<file path="src/pkg/ivc_params.svh">
`ifndef IVC_PARAMS_SVH
`define IVC_PARAMS_SVH

// ==========================================================
// Source counts and widths
`define IVC_N_PIN 9
`define IVC_N_MASK 31
`define IVC_IDX_W 5
`define IVC_PIN_RESET 0
`define IVC_PIN_NMI 1
`define IVC_PIN_EDGE_LSB 2
`define IVC_NMI_PIN_BIT 0
`define IVC_NMI_A_BIT 1
`define IVC_NMI_B_BIT 2

// ==========================================================
// Exception codes and handler addresses
`define IVC_CODE_RESET 16'h0000
`define IVC_HND_RESET 32'h0000_0000
`define IVC_CODE_NMI_PIN 16'h0010
`define IVC_HND_NMI_PIN 32'h0000_0010
`define IVC_CODE_WDT_A 16'h0020
`define IVC_HND_WDT_A 32'h0000_0020
`define IVC_CODE_WDT_B 16'h0030
`define IVC_HND_WDT_B 32'h0000_0030
`define IVC_CODE_TRAP_LO 12'h004
`define IVC_HND_TRAP_LO 32'h0000_0040
`define IVC_CODE_TRAP_HI 12'h005
`define IVC_HND_TRAP_HI 32'h0000_0050
`define IVC_CODE_EXC_TRAP 16'h0060
`define IVC_HND_EXC_TRAP 32'h0000_0060
`define IVC_CODE_MASK_BASE 16'h0080
`define IVC_ILLEGAL_OPCODE_TRAP_PC_OFS 32'h0000_0004

// ==========================================================
// Reset values
`define IVC_RST_CODE 16'h0000
`define IVC_RST_WORD 32'h0000_0000

`endif

</file>
<file path="src/pkg/ivc_pkg.sv">
package ivc_pkg;

    // ======================================================
    // Controller states, Gray along idle-service-nmi
    typedef enum logic [1:0] {
        IVC_IDLE = 2'b00,
        IVC_SERVICE = 2'b01,
        IVC_NMI_SVC = 2'b11
    } ivc_state_t;

    // ======================================================
    // Class of the vector last issued
    typedef enum logic [2:0] {
        IVC_K_NONE = 3'h0,
        IVC_K_RESET = 3'h1,
        IVC_K_NMI = 3'h2,
        IVC_K_EXC = 3'h3,
        IVC_K_MASK = 3'h4
    } ivc_kind_t;

endpackage : ivc_pkg

</file>
<file path="src/pkg/ivc_src_if.sv">
`timescale 1ns/100ps
`include "ivc_params.svh"

interface ivc_src_if #(
    parameter int NPIN = `IVC_N_PIN,
    parameter int NMASK = `IVC_N_MASK,
    parameter int IDXW = `IVC_IDX_W
);
    logic [NPIN-1:0] pin_raw;
    logic [NPIN-1:0] pin_edge;
    logic [NMASK-1:0] pend;
    logic grant_valid;
    logic [IDXW-1:0] grant_idx;

    modport sync_mp (input pin_raw, output pin_edge);
    modport enc_mp (input pend, output grant_valid, output grant_idx);
    modport ctl_mp (output pin_raw, output pend, input pin_edge,
                    input grant_valid, input grant_idx);
endinterface : ivc_src_if

</file>
<file path="src/core/ivc_pin_sync.sv">
`timescale 1ns/100ps
`include "ivc_params.svh"

module ivc_pin_sync #(
    parameter int N = `IVC_N_PIN
) (
    input wire logic clk,
    input wire logic rstn,
    ivc_src_if.sync_mp src
);
    import ivc_pkg::*;

    logic [N-1:0] s1_ff;
    logic [N-1:0] s2_ff;
    logic [N-1:0] s3_ff;
    logic [N-1:0] lvl_ff;
    logic [N-1:0] edge_ff;
    logic [N-1:0] nxt_lvl;
    logic [N-1:0] nxt_edge;

    // ======================================================
    // Per pin filter: a level counts once stages two and three agree
    for (genvar i = 0; i < N; i++) begin : g_pin
        assign nxt_lvl[i] = (s2_ff[i] == s3_ff[i]) ? s3_ff[i] : lvl_ff[i];
        // Rising edge is the valid edge for every pin
        assign nxt_edge[i] = nxt_lvl[i] & ~lvl_ff[i];
    end

    always_ff @(posedge clk or negedge rstn) begin
        if (!rstn) begin
            s1_ff <= '0;
            s2_ff <= '0;
            s3_ff <= '0;
            lvl_ff <= '0;
            edge_ff <= '0;
        end else begin
            s1_ff <= src.pin_raw;
            s2_ff <= s1_ff;
            s3_ff <= s2_ff;
            lvl_ff <= nxt_lvl;
            edge_ff <= nxt_edge;
        end
    end

    assign src.pin_edge = edge_ff;

endmodule : ivc_pin_sync

</file>
<file path="src/core/ivc_prio_enc.sv">
`timescale 1ns/100ps
`include "ivc_params.svh"

module ivc_prio_enc #(
    parameter int N = `IVC_N_MASK,
    parameter int W = `IVC_IDX_W
) (
    ivc_src_if.enc_mp src
);
    import ivc_pkg::*;

    // ======================================================
    // Lowest index wins; scanning downward lets it overwrite
    always_comb begin
        logic valid;
        logic [W-1:0] idx;
        valid = 1'b0;
        idx = '0;
        for (int i = N - 1; i >= 0; i--) begin
            if (src.pend[i]) begin
                valid = 1'b1;
                idx = W'(i); // RULE1
            end
        end
        src.grant_valid = valid;
        src.grant_idx = idx;
    end

endmodule : ivc_prio_enc

</file>
<file path="src/core/ivc_vector_controller.sv">
// Operation
// RULE1: Simultaneous maskables: lowest priority number wins
// RULE2: Any reset vectors code 0000, handler zero
// RULE3: Non-maskable pin edge gives code 0010
// RULE4: Watchdog non-maskables give codes 0020 and 0030
// RULE5: Watchdog non-maskable service ends in reset
// RULE6: Trap vector n gives 004n or 005n
// RULE7: Illegal op code or debug trap: 0060
// RULE8: Illegal op code saves offending address plus four
// RULE9: Interval watchdog and edge pins: priorities 0-7
// RULE10: Timer matches: priorities 8-13, 0100-0150
// RULE11: Serial sources: priorities 14-25, 0160-0210
// RULE12: Remaining sources: priorities 26-30, 0220-0260
// RULE13: Save restored PC in matching save register
// RULE14: Abortable instruction restarts after service
// RULE15: Non-maskables ignore mask, beat maskables
`timescale 1ns/100ps
`include "ivc_params.svh"

module ivc_vector_controller #(
    parameter int N_PERIPH = 23
) (
    input wire logic clk,
    input wire logic rstn,
    input wire logic reset_pin,
    input wire logic nmi_pin,
    input wire logic [6:0] edge_pin,
    input wire logic watchdog_a_reset,
    input wire logic watchdog_b_reset,
    input wire logic watchdog_a_nonmaskable,
    input wire logic watchdog_b_nonmaskable,
    input wire logic watchdog_interval_request,
    input wire logic [N_PERIPH-1:0] periph_request,
    input wire logic trap_req,
    input wire logic trap_group_high,
    input wire logic [3:0] trap_vector,
    input wire logic illegal_opcode_trap,
    input wire logic debug_trap,
    input wire logic [31:0] current_instr_address,
    input wire logic [31:0] following_instruction_address,
    input wire logic abortable_instr,
    input wire logic mask_all,
    input wire logic return_from_interrupt,
    output logic vec_valid_ff,
    output ivc_pkg::ivc_kind_t vec_kind_ff,
    output logic [15:0] exc_code_ff,
    output logic [31:0] handler_ff,
    output logic [31:0] restored_pc_ff,
    output logic pc_defined_ff,
    output logic [31:0] interrupt_save_pc_ff,
    output logic [31:0] nonmaskable_save_pc_ff
);
    import ivc_pkg::*;

    // ======================================================
    // Declarations
    ivc_state_t state_ff, nxt_state;
    logic [`IVC_N_MASK-1:0] mask_pend_ff, nxt_mask_pend, mask_set;
    logic [2:0] nmi_pend_ff, nxt_nmi_pend, nmi_set;
    logic wdt_nmi_ff, nxt_wdt_nmi, nxt_vec_valid, nxt_pc_defined;
    ivc_kind_t nxt_vec_kind;
    logic [15:0] nxt_exc_code;
    logic [31:0] nxt_handler, nxt_restored_pc, nxt_int_save, nxt_nmi_save, int_pc;
    logic reset_any, exc_any, nmi_ok, mask_ok;
    logic take_exc, take_nmi, take_mask;

    // ======================================================
    // Pin filtering and maskable priority resolution
    ivc_src_if #(
        .NPIN(`IVC_N_PIN),
        .NMASK(`IVC_N_MASK),
        .IDXW(`IVC_IDX_W)
    ) src_if ();

    assign src_if.pin_raw = {edge_pin, nmi_pin, reset_pin};
    assign src_if.pend = mask_pend_ff;

    ivc_pin_sync #(
        .N(`IVC_N_PIN)
    ) u_sync (
        .clk(clk),
        .rstn(rstn),
        .src(src_if.sync_mp)
    );

    ivc_prio_enc #(
        .N(`IVC_N_MASK),
        .W(`IVC_IDX_W)
    ) u_enc (
        .src(src_if.enc_mp)
    );

    // ======================================================
    // Source mapping: index equals default priority
    assign mask_set = {periph_request,
                       src_if.pin_edge[`IVC_N_PIN-1:`IVC_PIN_EDGE_LSB],
                       watchdog_interval_request}; // RULE9 RULE10 RULE11 RULE12
    assign nmi_set = {watchdog_b_nonmaskable, watchdog_a_nonmaskable,
                      src_if.pin_edge[`IVC_PIN_NMI]};
    assign reset_any = src_if.pin_edge[`IVC_PIN_RESET] | watchdog_a_reset
                       | watchdog_b_reset;
    assign exc_any = trap_req | illegal_opcode_trap | debug_trap;
    // Aborted instructions are re-run, so their own address is saved
    assign int_pc = abortable_instr ? current_instr_address
                                    : following_instruction_address; // RULE14

    // ======================================================
    // Acceptance and vector selection
    always_comb begin
        nxt_state = state_ff;
        nxt_wdt_nmi = wdt_nmi_ff;
        nmi_ok = 1'b0;
        mask_ok = 1'b0;
        case (state_ff)
            IVC_IDLE: begin
                nmi_ok = 1'b1;
                mask_ok = !mask_all;
            end
            IVC_SERVICE: begin
                nmi_ok = 1'b1; // RULE15
                if (return_from_interrupt) begin
                    nxt_state = IVC_IDLE;
                end
            end
            IVC_NMI_SVC: begin
                // A watchdog non-maskable never returns; only reset leaves
                if (return_from_interrupt && !wdt_nmi_ff) begin // RULE5
                    nxt_state = IVC_IDLE;
                end
            end
            default: begin
                nxt_state = IVC_IDLE;
            end
        endcase

        take_exc = !reset_any && exc_any;
        take_nmi = !reset_any && !exc_any && nmi_ok && (|nmi_pend_ff);
        take_mask = !reset_any && !exc_any && !(nmi_ok && (|nmi_pend_ff))
                    && mask_ok && src_if.grant_valid; // RULE15

        nxt_vec_valid = 1'b0;
        nxt_vec_kind = vec_kind_ff;
        nxt_exc_code = exc_code_ff;
        nxt_handler = handler_ff;
        nxt_restored_pc = restored_pc_ff;
        nxt_pc_defined = pc_defined_ff;
        nxt_int_save = interrupt_save_pc_ff;
        nxt_nmi_save = nonmaskable_save_pc_ff;
        nxt_mask_pend = (mask_pend_ff & ~mask_clr_f(take_mask, src_if.grant_idx))
                        | mask_set;
        nxt_nmi_pend = nmi_pend_ff | nmi_set;

        if (reset_any) begin
            nxt_vec_valid = 1'b1;
            nxt_vec_kind = IVC_K_RESET;
            nxt_exc_code = `IVC_CODE_RESET; // RULE2
            nxt_handler = `IVC_HND_RESET; // RULE2
            nxt_restored_pc = `IVC_RST_WORD;
            nxt_pc_defined = 1'b0; // RULE2
            nxt_state = IVC_IDLE;
            nxt_wdt_nmi = 1'b0;
            // Arrivals in the same cycle survive the reset clear
            nxt_mask_pend = mask_set;
            nxt_nmi_pend = nmi_set;
        end else if (take_exc) begin
            nxt_vec_valid = 1'b1;
            nxt_vec_kind = IVC_K_EXC;
            nxt_pc_defined = 1'b1;
            if (illegal_opcode_trap) begin
                nxt_exc_code = `IVC_CODE_EXC_TRAP; // RULE7
                nxt_handler = `IVC_HND_EXC_TRAP; // RULE7
                nxt_restored_pc = current_instr_address
                                  + `IVC_ILLEGAL_OPCODE_TRAP_PC_OFS; // RULE8
            end else if (debug_trap) begin
                nxt_exc_code = `IVC_CODE_EXC_TRAP; // RULE7
                nxt_handler = `IVC_HND_EXC_TRAP; // RULE7
                nxt_restored_pc = following_instruction_address;
            end else if (trap_group_high) begin
                nxt_exc_code = {`IVC_CODE_TRAP_HI, trap_vector}; // RULE6
                nxt_handler = `IVC_HND_TRAP_HI; // RULE6
                nxt_restored_pc = following_instruction_address;
            end else begin
                nxt_exc_code = {`IVC_CODE_TRAP_LO, trap_vector}; // RULE6
                nxt_handler = `IVC_HND_TRAP_LO; // RULE6
                nxt_restored_pc = following_instruction_address;
            end
            nxt_int_save = nxt_restored_pc; // RULE13
            if (state_ff == IVC_IDLE) begin
                nxt_state = IVC_SERVICE;
            end
        end else if (take_nmi) begin
            nxt_vec_valid = 1'b1;
            nxt_vec_kind = IVC_K_NMI;
            nxt_pc_defined = 1'b1;
            nxt_restored_pc = int_pc;
            nxt_nmi_save = int_pc; // RULE13
            nxt_state = IVC_NMI_SVC;
            if (nmi_pend_ff[`IVC_NMI_PIN_BIT]) begin
                nxt_exc_code = `IVC_CODE_NMI_PIN; // RULE3
                nxt_handler = `IVC_HND_NMI_PIN; // RULE3
                nxt_nmi_pend[`IVC_NMI_PIN_BIT] = nmi_set[`IVC_NMI_PIN_BIT];
                nxt_wdt_nmi = 1'b0;
            end else if (nmi_pend_ff[`IVC_NMI_A_BIT]) begin
                nxt_exc_code = `IVC_CODE_WDT_A; // RULE4
                nxt_handler = `IVC_HND_WDT_A; // RULE4
                nxt_nmi_pend[`IVC_NMI_A_BIT] = nmi_set[`IVC_NMI_A_BIT];
                nxt_wdt_nmi = 1'b1;
            end else begin
                nxt_exc_code = `IVC_CODE_WDT_B; // RULE4
                nxt_handler = `IVC_HND_WDT_B; // RULE4
                nxt_nmi_pend[`IVC_NMI_B_BIT] = nmi_set[`IVC_NMI_B_BIT];
                nxt_wdt_nmi = 1'b1;
            end
        end else if (take_mask) begin
            nxt_vec_valid = 1'b1;
            nxt_vec_kind = IVC_K_MASK;
            nxt_pc_defined = 1'b1;
            nxt_exc_code = mask_code_f(src_if.grant_idx); // RULE9 RULE10 RULE11 RULE12
            nxt_handler = {16'h0000, nxt_exc_code}; // RULE9
            nxt_restored_pc = int_pc;
            nxt_int_save = int_pc; // RULE13
            nxt_state = IVC_SERVICE;
        end
    end

    // ======================================================
    // Helpers
    function automatic logic [15:0] mask_code_f(input logic [`IVC_IDX_W-1:0] idx);
        mask_code_f = `IVC_CODE_MASK_BASE + {7'h00, idx, 4'h0};
    endfunction : mask_code_f

    // Clear only the granted bit; a new arrival re-sets it after
    function automatic logic [`IVC_N_MASK-1:0] mask_clr_f(
        input logic take,
        input logic [`IVC_IDX_W-1:0] idx
    );
        mask_clr_f = '0;
        mask_clr_f[idx] = take;
    endfunction : mask_clr_f

    // ======================================================
    // Registers
    always_ff @(posedge clk or negedge rstn) begin
        if (!rstn) begin
            state_ff <= IVC_IDLE;
            mask_pend_ff <= '0;
            nmi_pend_ff <= '0;
            wdt_nmi_ff <= 1'b0;
            vec_valid_ff <= 1'b0;
            vec_kind_ff <= IVC_K_NONE;
            exc_code_ff <= `IVC_RST_CODE;
            handler_ff <= `IVC_RST_WORD;
            restored_pc_ff <= `IVC_RST_WORD;
            pc_defined_ff <= 1'b0;
            interrupt_save_pc_ff <= `IVC_RST_WORD;
            nonmaskable_save_pc_ff <= `IVC_RST_WORD;
        end else begin
            state_ff <= nxt_state;
            mask_pend_ff <= nxt_mask_pend;
            nmi_pend_ff <= nxt_nmi_pend;
            wdt_nmi_ff <= nxt_wdt_nmi;
            vec_valid_ff <= nxt_vec_valid;
            vec_kind_ff <= nxt_vec_kind;
            exc_code_ff <= nxt_exc_code;
            handler_ff <= nxt_handler;
            restored_pc_ff <= nxt_restored_pc;
            pc_defined_ff <= nxt_pc_defined;
            interrupt_save_pc_ff <= nxt_int_save;
            nonmaskable_save_pc_ff <= nxt_nmi_save;
        end
    end
endmodule : ivc_vector_controller

</file>
<file path="config.mk">
export PLATFORM = sky130hd
export DESIGN_NAME = ivc_vector_controller
export DESIGN_NICKNAME = d
export VERILOG_FILES = /design/src/pkg/ivc_pkg.sv /design/src/pkg/ivc_src_if.sv /design/src/core/ivc_pin_sync.sv /design/src/core/ivc_prio_enc.sv /design/src/core/ivc_vector_controller.sv
export VERILOG_INCLUDE_DIRS = /design/src /design/src/pkg
export SDC_FILE = /design/constraint.sdc
export NUM_CORES = 1
export LEC_CHECK = 0
export BUFFER_PORTS_ARGS = -buffer_cell sky130_fd_sc_hd__clkbuf_2
export CORE_ASPECT_RATIO = 1.75
export CORE_UTILIZATION = 45
export CTS_BUF_LIST = sky130_fd_sc_hd__clkbuf_4 sky130_fd_sc_hd__clkbuf_8
export DETAILED_ROUTE_END_ITERATION = 12
export PLACE_DENSITY = 0.71
export SLEW_MARGIN = 40
export SYNTH_ARGS = -nofsm -noshare
export SYNTH_HDL_FRONTEND = slang
export SYNTH_SLANG_ARGS = --single-unit
export TNS_END_PERCENT = 10
</file>
<file path="constraint.sdc">
create_clock -name clk -period 2.5 [get_ports clk]
set_input_delay 0.5 -clock clk [delete_from_list [all_inputs] [get_ports clk]]
set_output_delay 0.5 -clock clk [all_outputs]
set_load 0.1 [all_outputs]
</file>
==> impl_summary.log <==
INFO  metric cts.repair_timing.setup_buffer_count = 0
INFO  metric timing_worst_slew_pin_value = 0.744 ns
INFO  metric worst_setup_path_startpoint = mask_pend_ff[28]$_DFF_PN0_
INFO  metric die_h = 190 um
INFO  metric n_antenna_cell = 0
INFO  metric grt_overflow_total = 0
INFO  metric fin_area = 11200 um^2
INFO  metric result_of_the_run = finished clean
INFO  metric post_synth_mux_area_share = 3.98%
INFO  metric timing.final.crit_share = 97.7%
INFO  metric drive_above_1_share = 30.5%
INFO  metric initial_utilization = 46.1%
INFO  metric overall_via_count_from_detail_route = 8019
INFO  metric synth.top_cell.area_share = 53.1%
INFO  metric cts.repair.resized = 0
INFO  metric peakVddDrop = 0.000776 V
INFO  metric drt_first_iter_violations = 434
INFO  metric ys_top_cells_by_area = dfrtp_1 (53%), nand2_1 (6.4%), o21ai_0 (5.7%)
INFO  metric drcViolationCount = 0
INFO  metric crit-reg2reg-launch = mask_pend_ff[28]$_DFF_PN0_
INFO  metric ys_types = 72
INFO  metric finalWeightedCongestion = 0.956
INFO  metric grt_start_max_net_pins = 70
INFO  metric yosys.area_share.simple = 16.7%
INFO  metric drt_wl_total = 28700 um
INFO  metric dp_slack = -0.0353 ns
INFO  metric setup_slack = 0.0579 ns
INFO  metric global_route_wire_length_before_repair = 43600 um
INFO  metric cts_sinks = 193
INFO  metric critPathRequiredTime = 2.86 ns
INFO  metric complex_gate_fraction_of_the_synthesized_area = 18.1%
INFO  metric synth.top_cells.by_count = dfrtp_1 (193), nand2_1 (155), o21ai_0 (103)
INFO  metric dieArea = 20800 um^2
INFO  metric postSynthCellCount = 920
INFO  metric report.power.total = 9470 uW
INFO  metric pwr_density_cell = 844 nW/um^2
INFO  metric worst_clock_skew = 0.0187 ns
INFO  metric clk_pin_slew = 0.11 ns
INFO  metric worstSetupEndpointType = register
INFO  metric routedWlPerCell = 19.9 um
INFO  metric setup_viol_count_final = 0
INFO  metric vias_in_the_first_global_route = 8054
INFO  metric fraction_of_the_mapped_netlist_area_in_adder_cells = 1.68%
INFO  metric port-buffer-count = 230
INFO  metric nets = 1303
INFO  metric num_io_pins = 263
INFO  metric rsz0062_at_grt = false
INFO  metric synth.yosys.warnings = 0
INFO  metric max_slew_margin = 49.7%
INFO  metric final-max-slew-violation-count = 0
INFO  metric die_w = 109 um
INFO  metric core_box_area = 19700 um^2
INFO  metric holdBufCountCts = 0
INFO  metric synthXorXnorAreaFrac = 0.289%
INFO  metric critical_path.max_fanout = 7
INFO  metric biggest_area_consumer_among_synthesized_cells = dfrtp_1
INFO  metric drt_pre_antenna_iters = 5
INFO  metric maxcap_violations = 0
INFO  metric clock-root-buffer = clkbuf_8
INFO  metric cts.path.max_buffers = 2
INFO  metric setup.worst_path.class = register to register
INFO  metric synth_most_common_cell = dfrtp_1
INFO  metric total_leakage_power = 0.00544 uW
INFO  metric ant_nets = 0
INFO  metric min_path_type = input port to async pin
INFO  metric postSynth.topFlopCell = dfrtp_1
INFO  metric final_hold_viol_count = 0
INFO  metric syn-mean-instance-area = 9.88 um^2
INFO  metric max_freq = 409 MHz
INFO  metric finalNonFillerCells = 1442
INFO  metric post-route-util = 56.8%
INFO  metric synth_edf_count = 0
INFO  metric post-dp-hpwl = 22600 um
INFO  metric cts_tree = yes
INFO  metric placement.cell_area = 10800 um^2
INFO  metric ys_async_sr_fraction = 100%
INFO  metric worst_skew_pair.late_latency = 0.47 ns
INFO  metric worst-endpoint-arrival = 2.80 ns
INFO  metric flow.area_growth_from_synthesis = 23.4%
INFO  metric mappedNetlistArea = 9090 um^2
INFO  metric worst_setup_path_start_kind = register
INFO  metric ys_seq_area_share = 53.1%
INFO  metric synth.ff_latch_count = 193
INFO  metric htree_num_levels = 4
INFO  metric combinational_family_with_the_most_area_after_synthesis = compound AO/OA/AOI/OAI gates
INFO  metric antenna_violations_before_repair = 0
INFO  metric std_cell_rows = 68
INFO  metric filler_cell_count = 1844
INFO  metric clock_buffers_created_by_tritoncts = 17
INFO  metric drt-vias-per-instance = 5.56
INFO  metric placedCellCount = 1410
INFO  metric fin_crit = 2.44 ns
INFO  metric track_usage = 28.6%
-- where the power goes --
part | total (uW) | leakage [uW] | switching (uW) | internal (uW)
Sequential | 3700 | 0.00241 | 231 | 3460
Clock | 2250 | 0.000225 | 1210 | 1040
Combinational | 3530 | 0.00281 | 2950 | 581
Total | 9470 | 0.00544 | 4390 | 5090
-- cells in the final DEF, fill, tap and decap left out, types with 4 or more instances in the layout --
cell | Yosys | final
a31oi_1 | 14 | 14
and2_1 | 6 | 5
a221oi_1 | 7 | 7
or3_1 | 7 | 7
clkbuf_8 | 0 | 18
dfrtp_1 | 193 | 193
clkinv_8 | 0 | 4
o211ai_1 | 4 | 4
nor3_1 | 13 | 13
inv_1 | 11 | 11
ha_1 | 5 | 5
and4_1 | 5 | 5
a31o_2 | 12 | 12
nor4b_1 | 4 | 4
a21o_1 | 4 | 4
a311oi_1 | 4 | 4
nand3_1 | 24 | 23
a22o_1 | 10 | 10
a31o_1 | 16 | 16
a21oi_1 | 34 | 34
conb_1 | 1 | 32
buf_12 | 0 | 4
nor2_1 | 57 | 57
maj3_1 | 9 | 9
o21ai_0 | 103 | 103
nand2b_1 | 9 | 9
nand4_1 | 7 | 7
nand2_1 | 155 | 155
nor4_1 | 9 | 9
o31ai_1 | 4 | 4
clkbuf_2 | 2 | 229
inv_6 | 0 | 4
buf_4 | 41 | 67
and3_1 | 7 | 7
mux2i_1 | 35 | 35
-- state kept, by name, indices dropped and copies added (netlist names), 3 cells and up --
name                    flops
interrupt_save_pc_ff       32
vec_kind_ff                 3
u_sync.lvl_ff               9
restored_pc_ff             32
u_sync.s1_ff                9
exc_code_ff                 9
mask_pend_ff               31
u_sync.s2_ff                9
u_sync.src.pin_edge         9
nmi_pend_ff                 3
nonmaskable_save_pc_ff     32
u_sync.s3_ff                9
-- metal layers --
metal | up-vias | part of all wire, % | track usage (%)
li1 | 3748 | - | -
met1 | 3846 | 34 | 29.4
met2 | 340 | 54 | 52.6
met3 | 85 | 5.8 | 6.03
met4 | 0 | 5.4 | 15.7
met5 | - | 0 | 0
-- area by class of cell --
type | count | area [um^2] | share of cell area, %
clock buffer | 17 | 234 | 2.09
clock inverter | 15 | 223 | 1.98
inverter | 11 | 41.3 | 0.368
multi-input combinational | 660 | 3840 | 34.3
sequential | 193 | 4830 | 43.0
tap | 245 | 307 | 2.73
timing repair buffer | 301 | 1740 | 15.5
-- logic make-up (layout without fill, tap and decap cells) --
logic type      after synthesis  in the layout
mux                          36             36
compound gates              251            251
buf+inv                      98            344
fa+ha+maj                    14             14
xor+xnor                      3              3
other cells                   1             32
flops                       193            193
simple gates                324            324
-- final timing paths --
path,depth (start not counted),slack [ns],endpoint
max,6,0.06,mask_pend_ff[30]$_DFF_PN0_
min,1,0.01,interrupt_save_pc_ff[24]$_DFFE_PN0P_
max reg2reg,6,0.06,mask_pend_ff[30]$_DFF_PN0_
min reg2reg,0,0.34,u_sync.s2_ff[4]$_DFF_PN0_
max in group asynchronous,2,1.73,u_sync.s1_ff[7]$_DFF_PN0_
min in group clk,1,0.14,u_sync.s1_ff[2]$_DFF_PN0_
-- worst max-delay path, stage by stage (launching register included) --
cell      delay, ns
dfrtp_1        0.42
o311ai_0       0.69
a31oi_2        0.18
o21ai_2        0.27
and2b_1        0.39
nand3_1        0.12
a31o_2         0.26
-- metrics by stage --
stage / hold slack [ns] / setup TNS [ns]
floorplan: 0.204 / 0
global placement: 0.333 / -0.110
detailed placement: 0.336 / -0.0675
CTS: 0.00496 / 0
global route: 0.0325 / 0
finish: 0.0108 / 0
Power figures use the tool's default switching activity.
